===== src/plr_consts.vh =====
// register offsets, field positions, reset values for the lock and signal-strength block
`ifndef PLR_CONSTS_VH
`define PLR_CONSTS_VH
// ==========================================
// register map (byte addresses = index * 4)
`define PLR_IDX_CFG 8'h0E
`define PLR_IDX_THR 8'h0F
`define PLR_IDX_ROUTE 8'h40
`define PLR_IDX_STAT 8'h41
// ==========================================
// field positions in fifo_tx_lock_irq_config
`define PLR_BIT_DET_EN 0
`define PLR_BIT_LOCK_STS 1
`define PLR_BIT_SRC_EN 2
// field positions in the routing register
`define PLR_BIT_ROUTE0 0
`define PLR_BIT_ROUTE1 1
// ==========================================
// reset values
`define PLR_RST_CFG 8'h01
`define PLR_RST_THR 8'h00
`define PLR_RST_ROUTE 2'h0
`endif


===== src/plr_sync2.v =====
// two-flop synchroniser for one level
`timescale 1ns/10ps
module plr_sync2 (
  input wire pclk,
  input wire presetn,
  input wire ce,
  input wire d,
  output reg q
);
  reg meta_q;
  always @(posedge pclk or negedge presetn) begin
    if (!presetn) begin
      meta_q <= 1'b0;
      q <= 1'b0;
    end else if (ce) begin
      meta_q <= d;
      q <= meta_q;
    end
  end
endmodule // plr_sync2


===== src/plr_top.v =====
// lock-detect status and signal-strength interrupt source configuration, APB slave
// What this block does
// - source enable at 0 stops the strength source raising any interrupt request
// - source may stay enabled; routing to line zero and one chosen separately
// - lock status bit 1 reads 1 once lock detected and holds it until cleared, 0 otherwise
// - writing 1 to lock status clears it unless lock is detected in the same cycle; writing 0 does nothing
// - detect enable bit 0 resets to 1; 1 enables, 0 disables detection
// - lock flag drives the indicator pin, which can go high impedance
// - eight-bit threshold register at 0x0F, reset zero, sets comparison level
`timescale 1ns/10ps
`include "plr_consts.vh"
module plr_top (
  input wire pclk,
  input wire presetn,
  input wire ce,
  input wire psel,
  input wire penable,
  input wire pwrite,
  input wire [11:0] paddr,
  input wire [31:0] pwdata,
  output reg [31:0] prdata,
  output reg pready,
  output reg pslverr,
  input wire synth_lock_raw,
  input wire strength_below_thr,
  input wire lock_pin_tristate,
  output reg lock_indicator_pin,
  output reg lock_indicator_pin_oe,
  output reg interrupt_line_zero,
  output reg interrupt_line_one,
  output reg [7:0] strength_threshold_value
);
  // ==========================================
  // input synchronisers
  wire lock_s;
  wire below_s;
  plr_sync2 u_sync_lock (
    .pclk(pclk),
    .presetn(presetn),
    .ce(ce),
    .d(synth_lock_raw),
    .q(lock_s)
  );
  plr_sync2 u_sync_below (
    .pclk(pclk),
    .presetn(presetn),
    .ce(ce),
    .d(strength_below_thr),
    .q(below_s)
  );

  // ==========================================
  // constants
  localparam [7:0] CFG_RESET = `PLR_RST_CFG;
  localparam [1:0] ROUTE_RESET = `PLR_RST_ROUTE;
  localparam [7:0] THR_RESET = `PLR_RST_THR;
  localparam [9:0] IDX_CFG = {2'b00, `PLR_IDX_CFG};
  localparam [9:0] IDX_THR = {2'b00, `PLR_IDX_THR};
  localparam [9:0] IDX_ROUTE = {2'b00, `PLR_IDX_ROUTE};
  localparam [9:0] IDX_STAT = {2'b00, `PLR_IDX_STAT};
  localparam ST_IDLE = 1'b0;
  localparam ST_ANSWER = 1'b1;

  // ==========================================
  // declarations
  wire [9:0] idx;
  wire hit_cfg;
  wire hit_thr;
  wire hit_route;
  wire hit_stat;
  wire mapped;
  wire acc;
  wire rd_acc;
  wire wr;
  wire wr_cfg;
  wire wr_thr;
  wire wr_route;
  reg state_q;
  reg state_d;
  reg src_en_q;
  reg det_en_q;
  reg lock_sts_q;
  reg [4:0] cfg_hi_q;
  reg [1:0] route_q;
  wire lock_event;
  wire clr_lock;
  wire src_irq;
  wire [7:0] cfg_word;
  wire [2:0] stat_word;
  wire [1:0] line_d;
  reg [31:0] rdata_d;

  // ==========================================
  // address decode
  assign idx = paddr[11:2];
  assign hit_cfg = (idx == IDX_CFG);
  assign hit_thr = (idx == IDX_THR);
  assign hit_route = (idx == IDX_ROUTE);
  assign hit_stat = (idx == IDX_STAT);
  assign mapped = hit_cfg | hit_thr | hit_route | hit_stat;
  // first access cycle: read data and error are prepared here
  assign acc = psel && penable && (state_q == ST_IDLE);
  assign rd_acc = acc && !pwrite;
  // writes land on the edge at which the master samples pready high
  assign wr = psel && penable && (state_q == ST_ANSWER) && pwrite && mapped;
  assign wr_cfg = wr && hit_cfg;
  assign wr_thr = wr && hit_thr;
  assign wr_route = wr && hit_route;

  // ==========================================
  // handshake: one wait state, then a one-cycle answer
  always @* begin
    state_d = state_q;
    case (state_q)
      ST_IDLE: begin
        if (psel && penable) begin
          state_d = ST_ANSWER;
        end
      end
      ST_ANSWER: begin
        state_d = ST_IDLE;
      end
      default: begin
        state_d = ST_IDLE;
      end
    endcase
  end

  always @(posedge pclk or negedge presetn) begin
    if (!presetn) begin
      state_q <= ST_IDLE;
    end else if (ce) begin
      state_q <= state_d;
    end
  end

  always @(posedge pclk or negedge presetn) begin
    if (!presetn) begin
      pready <= 1'b0;
      pslverr <= 1'b0;
    end else if (ce) begin
      pready <= (state_d == ST_ANSWER);
      // an unmapped index is refused; its write never reaches a register
      pslverr <= acc && !mapped;
    end
  end

  // ==========================================
  // lock detection
  assign lock_event = det_en_q && lock_s;
  assign clr_lock = wr_cfg && pwdata[`PLR_BIT_LOCK_STS];

  // set wins over a clear that lands in the same cycle
  always @(posedge pclk or negedge presetn) begin
    if (!presetn) begin
      lock_sts_q <= CFG_RESET[`PLR_BIT_LOCK_STS];
    end else if (ce) begin
      if (lock_event) begin
        lock_sts_q <= 1'b1;
      end else if (clr_lock) begin
        lock_sts_q <= 1'b0;
      end
    end
  end

  always @(posedge pclk or negedge presetn) begin
    if (!presetn) begin
      det_en_q <= CFG_RESET[`PLR_BIT_DET_EN];
    end else if (ce) begin
      if (wr_cfg) begin
        det_en_q <= pwdata[`PLR_BIT_DET_EN];
      end
    end
  end

  // ==========================================
  // signal-strength source enable and routing
  assign src_irq = src_en_q && below_s;

  always @(posedge pclk or negedge presetn) begin
    if (!presetn) begin
      src_en_q <= CFG_RESET[`PLR_BIT_SRC_EN];
    end else if (ce) begin
      if (wr_cfg) begin
        src_en_q <= pwdata[`PLR_BIT_SRC_EN];
      end
    end
  end

  always @(posedge pclk or negedge presetn) begin
    if (!presetn) begin
      route_q <= ROUTE_RESET;
    end else if (ce) begin
      if (wr_route) begin
        route_q <= pwdata[1:0];
      end
    end
  end

  genvar gi;
  generate
    for (gi = 0; gi < 2; gi = gi + 1) begin : g_line
      assign line_d[gi] = src_irq && route_q[gi];
    end
  endgenerate

  always @(posedge pclk or negedge presetn) begin
    if (!presetn) begin
      interrupt_line_zero <= 1'b0;
      interrupt_line_one <= 1'b0;
    end else if (ce) begin
      interrupt_line_zero <= line_d[`PLR_BIT_ROUTE0];
      interrupt_line_one <= line_d[`PLR_BIT_ROUTE1];
    end
  end

  // ==========================================
  // threshold and spare configuration storage
  always @(posedge pclk or negedge presetn) begin
    if (!presetn) begin
      strength_threshold_value <= THR_RESET;
    end else if (ce) begin
      if (wr_thr) begin
        strength_threshold_value <= pwdata[7:0];
      end
    end
  end

  always @(posedge pclk or negedge presetn) begin
    if (!presetn) begin
      cfg_hi_q <= CFG_RESET[7:3];
    end else if (ce) begin
      if (wr_cfg) begin
        cfg_hi_q <= pwdata[7:3];
      end
    end
  end

  // ==========================================
  // read-back
  assign cfg_word[7:3] = cfg_hi_q;
  assign cfg_word[`PLR_BIT_SRC_EN] = src_en_q;
  assign cfg_word[`PLR_BIT_LOCK_STS] = lock_sts_q;
  assign cfg_word[`PLR_BIT_DET_EN] = det_en_q;
  assign stat_word = {lock_s, below_s, src_irq};

  always @* begin
    rdata_d = 32'h0000_0000;
    if (rd_acc) begin
      if (hit_cfg) begin
        rdata_d = {24'h00_0000, cfg_word};
      end else if (hit_thr) begin
        rdata_d = {24'h00_0000, strength_threshold_value};
      end else if (hit_route) begin
        rdata_d = {30'h0000_0000, route_q};
      end else if (hit_stat) begin
        rdata_d = {29'h0000_0000, stat_word};
      end
    end
  end

  always @(posedge pclk or negedge presetn) begin
    if (!presetn) begin
      prdata <= 32'h0000_0000;
    end else if (ce) begin
      prdata <= rdata_d;
    end
  end

  // ==========================================
  // lock indicator pin and its output enable
  always @(posedge pclk or negedge presetn) begin
    if (!presetn) begin
      lock_indicator_pin <= 1'b0;
      lock_indicator_pin_oe <= 1'b0;
    end else if (ce) begin
      lock_indicator_pin <= lock_sts_q;
      lock_indicator_pin_oe <= !lock_pin_tristate;
    end
  end
endmodule // plr_top


===== config.mk =====
export PLATFORM = sky130hd
export DESIGN_NAME = plr_top
export DESIGN_NICKNAME = d
export VERILOG_FILES = /design/src/plr_sync2.v /design/src/plr_top.v
export VERILOG_INCLUDE_DIRS = /design/src /design/src/src
export SDC_FILE = /design/constraint.sdc
export NUM_CORES = 1
export LEC_CHECK = 0
export BUFFER_PORTS_ARGS = -buffer_cell sky130_fd_sc_hd__buf_2
export CORE_MARGIN = 8
export CORE_UTILIZATION = 47
export DETAILED_ROUTE_END_ITERATION = 12
export GPL_TIMING_DRIVEN = 0
export PLACE_DENSITY_LB_ADDON = 0.1
export SLEW_MARGIN = 15
export SYNTH_ARGS = -nofsm -noshare
export SYNTH_HDL_FRONTEND = slang
export SYNTH_HIERARCHICAL = 1
export SYNTH_SLANG_ARGS = --single-unit

===== constraint.sdc =====
create_clock -name pclk -period 3.2 [get_ports pclk]
set_input_delay 0.32 -clock pclk [delete_from_list [all_inputs] [get_ports pclk]]
set_output_delay 0.32 -clock pclk [all_outputs]
set_load 0.1 [all_outputs]

Word-level counts from Yosys, hierarchy flattened
Cells that the tools add are included.

storage, ports and cells
  flip-flop bits (word level) = 60
  input port bits = 53
  output and inout bits = 46
  logic and storage cells = 57

cells by class
  equal/unequal tests = 4
  mux-type cells = 9
  bitwise gates (word level) = 4
  reductions and logical operators = 23

operators by type and width
  operator             number
  $mux 8               3
  $eq 10x4->1 const B  2
  $eq 10x7->1 const B  2
  $logic_and 1x1->1    15
  $reduce_and 2->1     4
  $mux 3               2
  $logic_not 1->1      3
  $mux 1               3
  $or 1x1->1           3
  $pmux 1 s2           1
  $reduce_bool 2->1    1
  $not 1->1            1

Logic depth before layout (Yosys ltp)
Gate-level depths: netlist of the first run.

  depth in word-level cells = 9
  depth in mapped cells = 6
  depth with buffers taken out = 4

By module
Netlist of the first run, hierarchy kept.

by module, submodules not included
  module     instances  cells an instance  area an instance (µm²)  sequential area each (µm²)
  plr_top    1          134                1609.0                  802.0
  plr_sync2  2          4                  72.6                    50.0

Least setup slack after synthesis of the first run
OpenSTA, ideal clock, no wires.

  path type = register -> register
  start = register pready (netlist name)
  end = register cfg_hi_q[0]
  library setup time = 0.125 ns
  arrival = 1.853 ns
  data required time = 3.075 ns
  setup slack = 1.222 ns
  stages on the path, launching flop included = 5
  path buffers = 0
  clock period less this slack = 1.978 ns
  path through = dfrtp_1 -> nand2_1 -> nor3_1 -> nand2_2 -> mux2_2

RTL lines
  item                  RTL line       RTL
  to (signal assigned)  plr_top.v:231  cfg_hi_q <= CFG_RESET[7:3];
  to (signal assigned)  plr_top.v:234  cfg_hi_q <= pwdata[7:3];
  to (decl)             plr_top.v:83   reg [4:0] cfg_hi_q;

Worst setup path in the final report of the first run
  start = input paddr[10]
  end = register cfg_hi_q[4]

on the way
  word-level cells in the longest chain between the ends = 7
  elaborated cells between the ends (all ways) = 10
  classes of those cells = eq/ne: 4; bitwise: 3; reduce/logical: 3

ends and longest elaborated chain
  item                                   RTL line                    RTL
  from (decl)                            plr_top.v:19                input wire [11:0] paddr,
  $eq 10x4->1 (on tied branches)         plr_top.v:96, plr_top.v:97
  $or 1x1->1 (3 in series)               plr_top.v:100               assign mapped = hit_cfg | hit_thr | hit_route | hit_stat;
  $logic_and 1x1->1                      plr_top.v:105               assign wr = psel && penable && (state_q == ST_ANSWER) && pwrite && mapped;
  $logic_and 1x1->1 (*)                  plr_top.v:106               assign wr_cfg = wr && hit_cfg;
  $reduce_and 2->1 (no source line) (*)  --

Every way passes the cells marked *; elsewhere a longest branch is shown, timed or not.
A chain may end at the register's enable or synchronous reset.

==> results by group, run 1 <==
GRT
  • GR Overflow Total: 0
  • Vias in the first global route: 1,366
  • Largest net degree at the start of global routing: 37
  • First-pass GRT wire length: 6.61 mm
  • Total Routing Usage GR: 0.136
  • Antenna violations before repair: 0

Timing
  • Max Slew Vio Count: 0
  • Fin Clk Skew: 0.00527 ns
  • Max-slew headroom: 0.471
  • Final worst path period share: 0.506
  • RSZ-0062 raised after global routing: no
  • Fin crit period: 1.62 ns
  • Fmax: 618 MHz
  • Worst slew pin tran: 0.793 ns
  • Final hold violation count: 0
  • Final Setup Violations: 0
  • Final setup TNS: 0 ns

Placement
  • Port Buf Inserts: 47
  • GP Congestion: 0.863
  • Placed Cells incl. Taps: 260
  • Hpwl dp: 3.10 mm

Logic synthesis
  • Ys Warns: 6
  • Post-Synth Simple-Gate Area: 0.0906
  • Post-Syn Instances: 142
  • Adder and majority cell fraction of the synthesized area: 0
  • Seq/Total Area, Yosys: 0.514
  • Post-Synth XOR/XNOR Area: 0
  • Leading area contributor after synthesis: dfrtp_1
  • Largest family of logic cells by synthesized area: multiplexers
  • Seq cells post-synth: 36
  • Mapped cell area: 1750 µm²
  • Synth top area share: 0.499
  • Mux cell area share after synthesis: 0.193
  • Compound-Gate Fraction of Synth Area: 0.0813
  • Syn avg cell area: 12.4 µm²
  • Count of cell types in the netlist: 31
  • Largest cells by area after synthesis: dfrtp_1 (50%), mux2_2 (14%), buf_4 (10%), mux2i_1 (5.1%), o2bb2ai_1 (3.0%)

Clock tree
  • CTS tree: built
  • Clock Sinks: 36
  • Reg clk slew, reported paths: 0.07 ns
  • CTS root buffer: clkbuf_8
  • Clock latency on the worst-skew pair: 0.28 ns
  • CTS resizes: 0
  • H-tree depth: 2
  • # hold bufs at CTS: 0
  • Clock buffer depth: 2
  • Post-CTS setup buffer count: 0
  • CTS Buf Count: 5

Routing
  • Routed length per instance: 14.8 µm
  • Via count: 1,301
  • Mean number of vias per cell: 4.85
  • WL final: 3.96 mm
  • Final ANT Viol Nets: 0
  • Iter 0 DRT Violations: 52
  • Detailed Routing Iterations Pass 1: 4
  • Number of remaining DRC errors: 0

Critical path
  • Top delay family on crit path: simple AND/OR/NAND/NOR gates
  • Crit. End Element: register
  • Critical Path Max Stage Delay: 0.55 ns
  • Worst-path cell chain: buf_2 -> or4_4 -> nor3_4 -> nand2_2 -> mux2_2
  • CP Class: in -> reg
  • Worst EP required: 3.36 ns
  • CP max FO: 7
  • Setup crit start kind: primary input
  • Critical path's slowest cell: or4_4
  • CP Buf/Inv Count: 1
  • Reg-to-reg setup timing slack: 1.73 ns
  • Crit path DAT: 1.78 ns

Final layout
  • Nets: 272
  • Commonest non-fill, non-tap cell in the layout: buf_2
  • Area Overhead vs Synth: 26.9%
  • Most frequent cells in the layout: buf_2 (49), dfrtp_1 (35), buf_4 (24), conb_1 (24), mux2_2 (22)
  • Non-filler cells, final: 268
  • Diodes inserted: 0
  • Filler cells: 339
  • Layout cells sized above 1: 0.486

Power and ir drop
  • Power per cell area: 462 nW/µm²
  • Internal: 0.688 mW
  • Share of total power in combinational logic: 0.226
  • Psw: 0.341 mW
  • VDD IR max: 0.281 mV
  • Sw frac: 0.331
  • Lkg Pwr: 1.21 nW
  • Clock share of power: 0.315
  • Sequential fraction of design power: 0.460

Floorplan
  • IO Pins: 99
  • Chip Width: 77.1 µm
  • Die Y: 77.1 µm
  • Starting Density: 0.483
  • Full die area: 5940 µm²
  • Core area: 3630 µm²
  • Cell row count: 22

Run
  • Maxcap violations: 0

Min path
  • Hold Crit Class: in -> async

Outcome
  • Run status: completed
-- sequential cells by signal (all words and copies together), names as in the netlist, 2 cells and up --
name,flops
cfg_hi_q,5
route_q,2
strength_threshold_value,8
prdata,8
-- final timing paths --
| path | cells after the start | start | endpoint |
|---|---|---|---|
| max | 5 | paddr[10] | cfg_hi_q[4] |
| min | 1 | presetn | strength_threshold_value[2] |
| max reg2reg | 4 | pready | cfg_hi_q[4] |
| min reg2reg | 1 | pslverr | pslverr |
| max in group asynchronous | 1 | presetn | strength_threshold_value[5] |
| min in group pclk | 2 | lock_pin_tristate | lock_indicator_pin_oe |
-- worst reg2reg max path: cells and delay by family, from the launching register on --
family	cells	cell delay (ns)
and+or+nand+nor	3	0.61
DFF	1	0.41
muxes	1	0.32
-- layer usage --
layer	GRT usage	wire length, µm
met2	0.218	1830
met5	0	0
met1	0.163	1780
met3	0.0594	334
met4	0.0340	19
-- power groups by stage --
stage               Combinational, mW  Sequential, mW  Clock (mW)
finish                          0.232           0.473       0.324
global placement                0.228           0.481           0
CTS                             0.231           0.472       0.332
global route                    0.242           0.474       0.351
floorplan                       0.170           0.503           0
detailed placement              0.231           0.481           0
-- kinds of logic (layout without fill, tap and decap cells) --
logic type      Yosys count  after routing
flops                    36             36
other cells               1             24
simple gates             24             24
compound gates           19             19
mux                      31             31
buf+inv                  31             86
-- synthesized netlist by cell type, drive strengths merged --
| master | count |
|---|---|
| mux2 | 22 |
| a211oi | 1 |
| a21o | 1 |
| o21ai | 3 |
| nand4 | 2 |
| a21oi | 1 |
| nor4b | 1 |
| nor3 | 3 |
| inv | 3 |
| nor2b | 1 |
| a32o | 3 |
| o2bb2ai | 6 |
| clkbuf | 2 |
| nor2 | 2 |
| nand2b | 1 |
| o22ai | 2 |
| nand3 | 4 |
| nand2 | 7 |
| buf | 26 |
| nand4b | 1 |
| mux2i | 9 |
| or4 | 1 |
| a31oi | 2 |
| conb | 1 |
| or4b | 1 |
| dfstp | 1 |
| dfrtp | 35 |
-- area by class of cell --
class | instances | area (µm²) | area share
plain buffers | 28 | 198 | 0.0888
repair buffers | 47 | 235 | 0.106
flip-flops and latches | 36 | 902 | 0.405
clock buffers | 8 | 90.1 | 0.0405
inverters | 3 | 11.3 | 0.00506
multi-input cells | 98 | 729 | 0.328
well taps | 48 | 60.1 | 0.0270
-- per-stage QoR --
stage          worst slack [ns]  utilization  power [mW]  cell area, µm²  hold slack [ns]
4_1_cts                    1.57        0.613        1.04            2230            0.137
5_1_grt                    1.46        0.613        1.07            2230            0.167
6_report                   1.58        0.613        1.03            2230            0.121
3_5_place_dp               1.27        0.588       0.712            2140            0.442
3_3_place_gp               1.28        0.588       0.709            2140            0.424
2_1_floorplan              1.22            -       0.673            1840           0.0244
(Power assumes the default switching activity.)
==> run 2, diff against run 1 <==
Settings changed: CORE_UTILIZATION 47 to 39.
Clock period 3.2 ns to 1.34 ns, I/O delays scaled along.
==> results by group, run 2 (synthesis results as in run 1) <==
Power and ir drop
  • Sw frac: 0.321
  • Sequential fraction of design power: 0.431
  • Lkg Pwr: 1.26 nW
  • Psw: 0.843 mW
  • Internal: 1.78 mW
  • Power per cell area: 1130 nW/µm²
  • Clock share of power: 0.354
  • VDD IR max: 0.783 mV
  • Share of total power in combinational logic: 0.215

Routing
  • Met2 Routed Length: 2.06 mm
  • Number of remaining DRC errors: 0
  • WL final: 4.16 mm
  • Final ANT Viol Nets: 0
  • Top Metal Used: met4
  • Routed length on met3: 378 µm
  • Length of routed wiring on met1: 1.68 mm
  • Via count: 1,281
  • Detailed Routing Iterations Pass 1: 4
  • Mean number of vias per cell: 4.68
  • Routed length per instance: 15.2 µm
  • Iter 0 DRT Violations: 80

Critical path
  • Critical path's slowest cell: or4_4
  • Setup crit start kind: primary input
  • CP max FO: 7
  • Crit. End Element: register
  • Worst EP required: 1.51 ns
  • CP Class: in -> reg
  • Critical Path Max Stage Delay: 0.56 ns
  • CP dominant cell by count: buf_6
  • CP Buf/Inv Count: 2
  • Crit path DAT: 1.58 ns
  • Worst-path cell chain: buf_6 -> or4_4 -> nor3_4 -> buf_6 -> nand2_4 -> mux2_2
  • Top delay family on crit path: simple AND/OR/NAND/NOR gates

Floorplan
  • Cell row count: 24
  • Starting Density: 0.403
  • Full die area: 6900 µm²
  • Chip Width: 83.1 µm
  • IO Pins: 99
  • Core area: 4350 µm²
  • Die Y: 83.1 µm

Final layout
  • Area Overhead vs Synth: 32.2%
  • Top Registers: prdata: 8 flops, strength_threshold_value: 8 flops, cfg_hi_q: 5 flops
  • Layout cells sized above 1: 0.523
  • Final Cell Area: 2320 µm²
  • Nets: 274
  • Most frequent cells in the layout: buf_2 (47), dfrtp_1 (34), buf_4 (24), conb_1 (24), mux2_2 (21)
  • Diodes inserted: 0
  • Commonest non-fill, non-tap cell in the layout: buf_2

Clock tree
  • Clock buffer depth: 2
  • Clock Sinks: 36
  • CTS Buf Count: 5
  • H-tree depth: 2
  • Reg clk slew, reported paths: 0.07 ns
  • CTS root buffer: clkbuf_8
  • CTS tree: built
  • Clock latency on the worst-skew pair: 0.29 ns

GRT
  • GR Overflow Total: 0
  • Vias in the first global route: 1,311
  • First-pass GRT wire length: 6.80 mm
  • Total Routing Usage GR: 0.122
  • Antenna violations before repair: 0
  • Largest net degree at the start of global routing: 37

Timing
  • Max Slew Vio Count: 0
  • Slack of the critical path: -0.0611 ns
  • Fin crit period: 1.40 ns
  • Fin Clk Skew: 0.00222 ns
  • Fmax: 714 MHz
  • Final Setup Violations: 15
  • Max-slew headroom: 0.477
  • Worst slew pin tran: 0.785 ns
  • Final hold violation count: 0
  • Final setup TNS: -0.701 ns
  • RSZ-0062 raised after global routing: yes
  • Final worst path period share: 1.05

Outcome
  • Failing checks: negative setup slack
  • Run status: finished, violations left

Placement
  • Hpwl dp: 3.25 mm
  • GP Congestion: 0.823
  • Port Buf Inserts: 47
  • Area post-placement: 2160 µm²

Run
  • Maxcap violations: 0

Min path
  • Hold Crit Class: in -> reg
run 2: cell count changes in the layout (fill, tap and decap cells not counted), sizes merged:
cell and change:
bufinv +1, clkbuf -1, clkinv +1, dlygate4sd3 +1
run 2: layer usage:
layer | global-route usage | vias up
li1 | - | 629
met1 | 0.133 | 591
met2 | 0.202 | 55
met3 | 0.0566 | 6
met4 | 0.0431 | 0
met5 | 0 | -
run 2: area by class of cell:
| cell class | instances | area (µm²) |
|---|---|---|
| inverter | 3 | 11.3 |
| sequential | 36 | 906 |
| multi-input combinational | 98 | 767 |
| timing repair buffer | 49 | 265 |
| buffer | 28 | 198 |
| tap | 52 | 65.1 |
| clock inverter | 2 | 35.0 |
| clock buffer | 6 | 72.6 |
| fill | 416 | 2030 |
run 2: power by group through the flow:
| stage | registers [mW] | clock network, mW | logic, mW |
|---|---|---|---|
| 2_1_floorplan | 1.21 | 0 | 0.406 |
| 3_3_place_gp | 1.15 | 0 | 0.549 |
| 3_5_place_dp | 1.15 | 0 | 0.553 |
| 4_1_cts | 1.13 | 0.954 | 0.558 |
| 5_1_grt | 1.14 | 1.00 | 0.589 |
| 6_report | 1.13 | 0.930 | 0.564 |
run 2: final timing paths:
path                                    from                           to  slack, ns  cells past startpoint
setup / recovery                   paddr[10]                  cfg_hi_q[2]      -0.06                      6
hold / removal             lock_pin_tristate        lock_indicator_pin_oe       0.04                      2
setup reg to reg                      pready  strength_threshold_value[3]       0.02                      4
hold reg to reg                      pslverr                      pslverr       0.48                      1
max in group asynchronous            presetn                       pready       0.30                      2
min in group asynchronous            presetn          u_sync_below/meta_q       0.46                      2
run 2: metrics by stage:
step | instances | hold slack [ns] | util | worst slack (ns) | power [mW]
global placement | 264 | 0.252 | 0.495 | -0.395 | 1.70
floorplan | 165 | -0.162 | - | -0.155 | 1.61
detailed placement | 264 | 0.272 | 0.495 | -0.414 | 1.71
finish | 274 | 0.0366 | 0.533 | -0.0611 | 2.63
global route | 274 | 0.0286 | 0.533 | -0.0839 | 2.73
CTS | 274 | 0.0345 | 0.528 | -0.0543 | 2.64
run 2: repair_timing:
action,4_1_cts,5_1_grt
hold endpoints to repair,35,0
endpoints found under the setup margin,17,23
buffers inserted,1,0
gates resized for setup,4,5
cloned,0,0
hold buffers,1,0
pin swaps,0,0
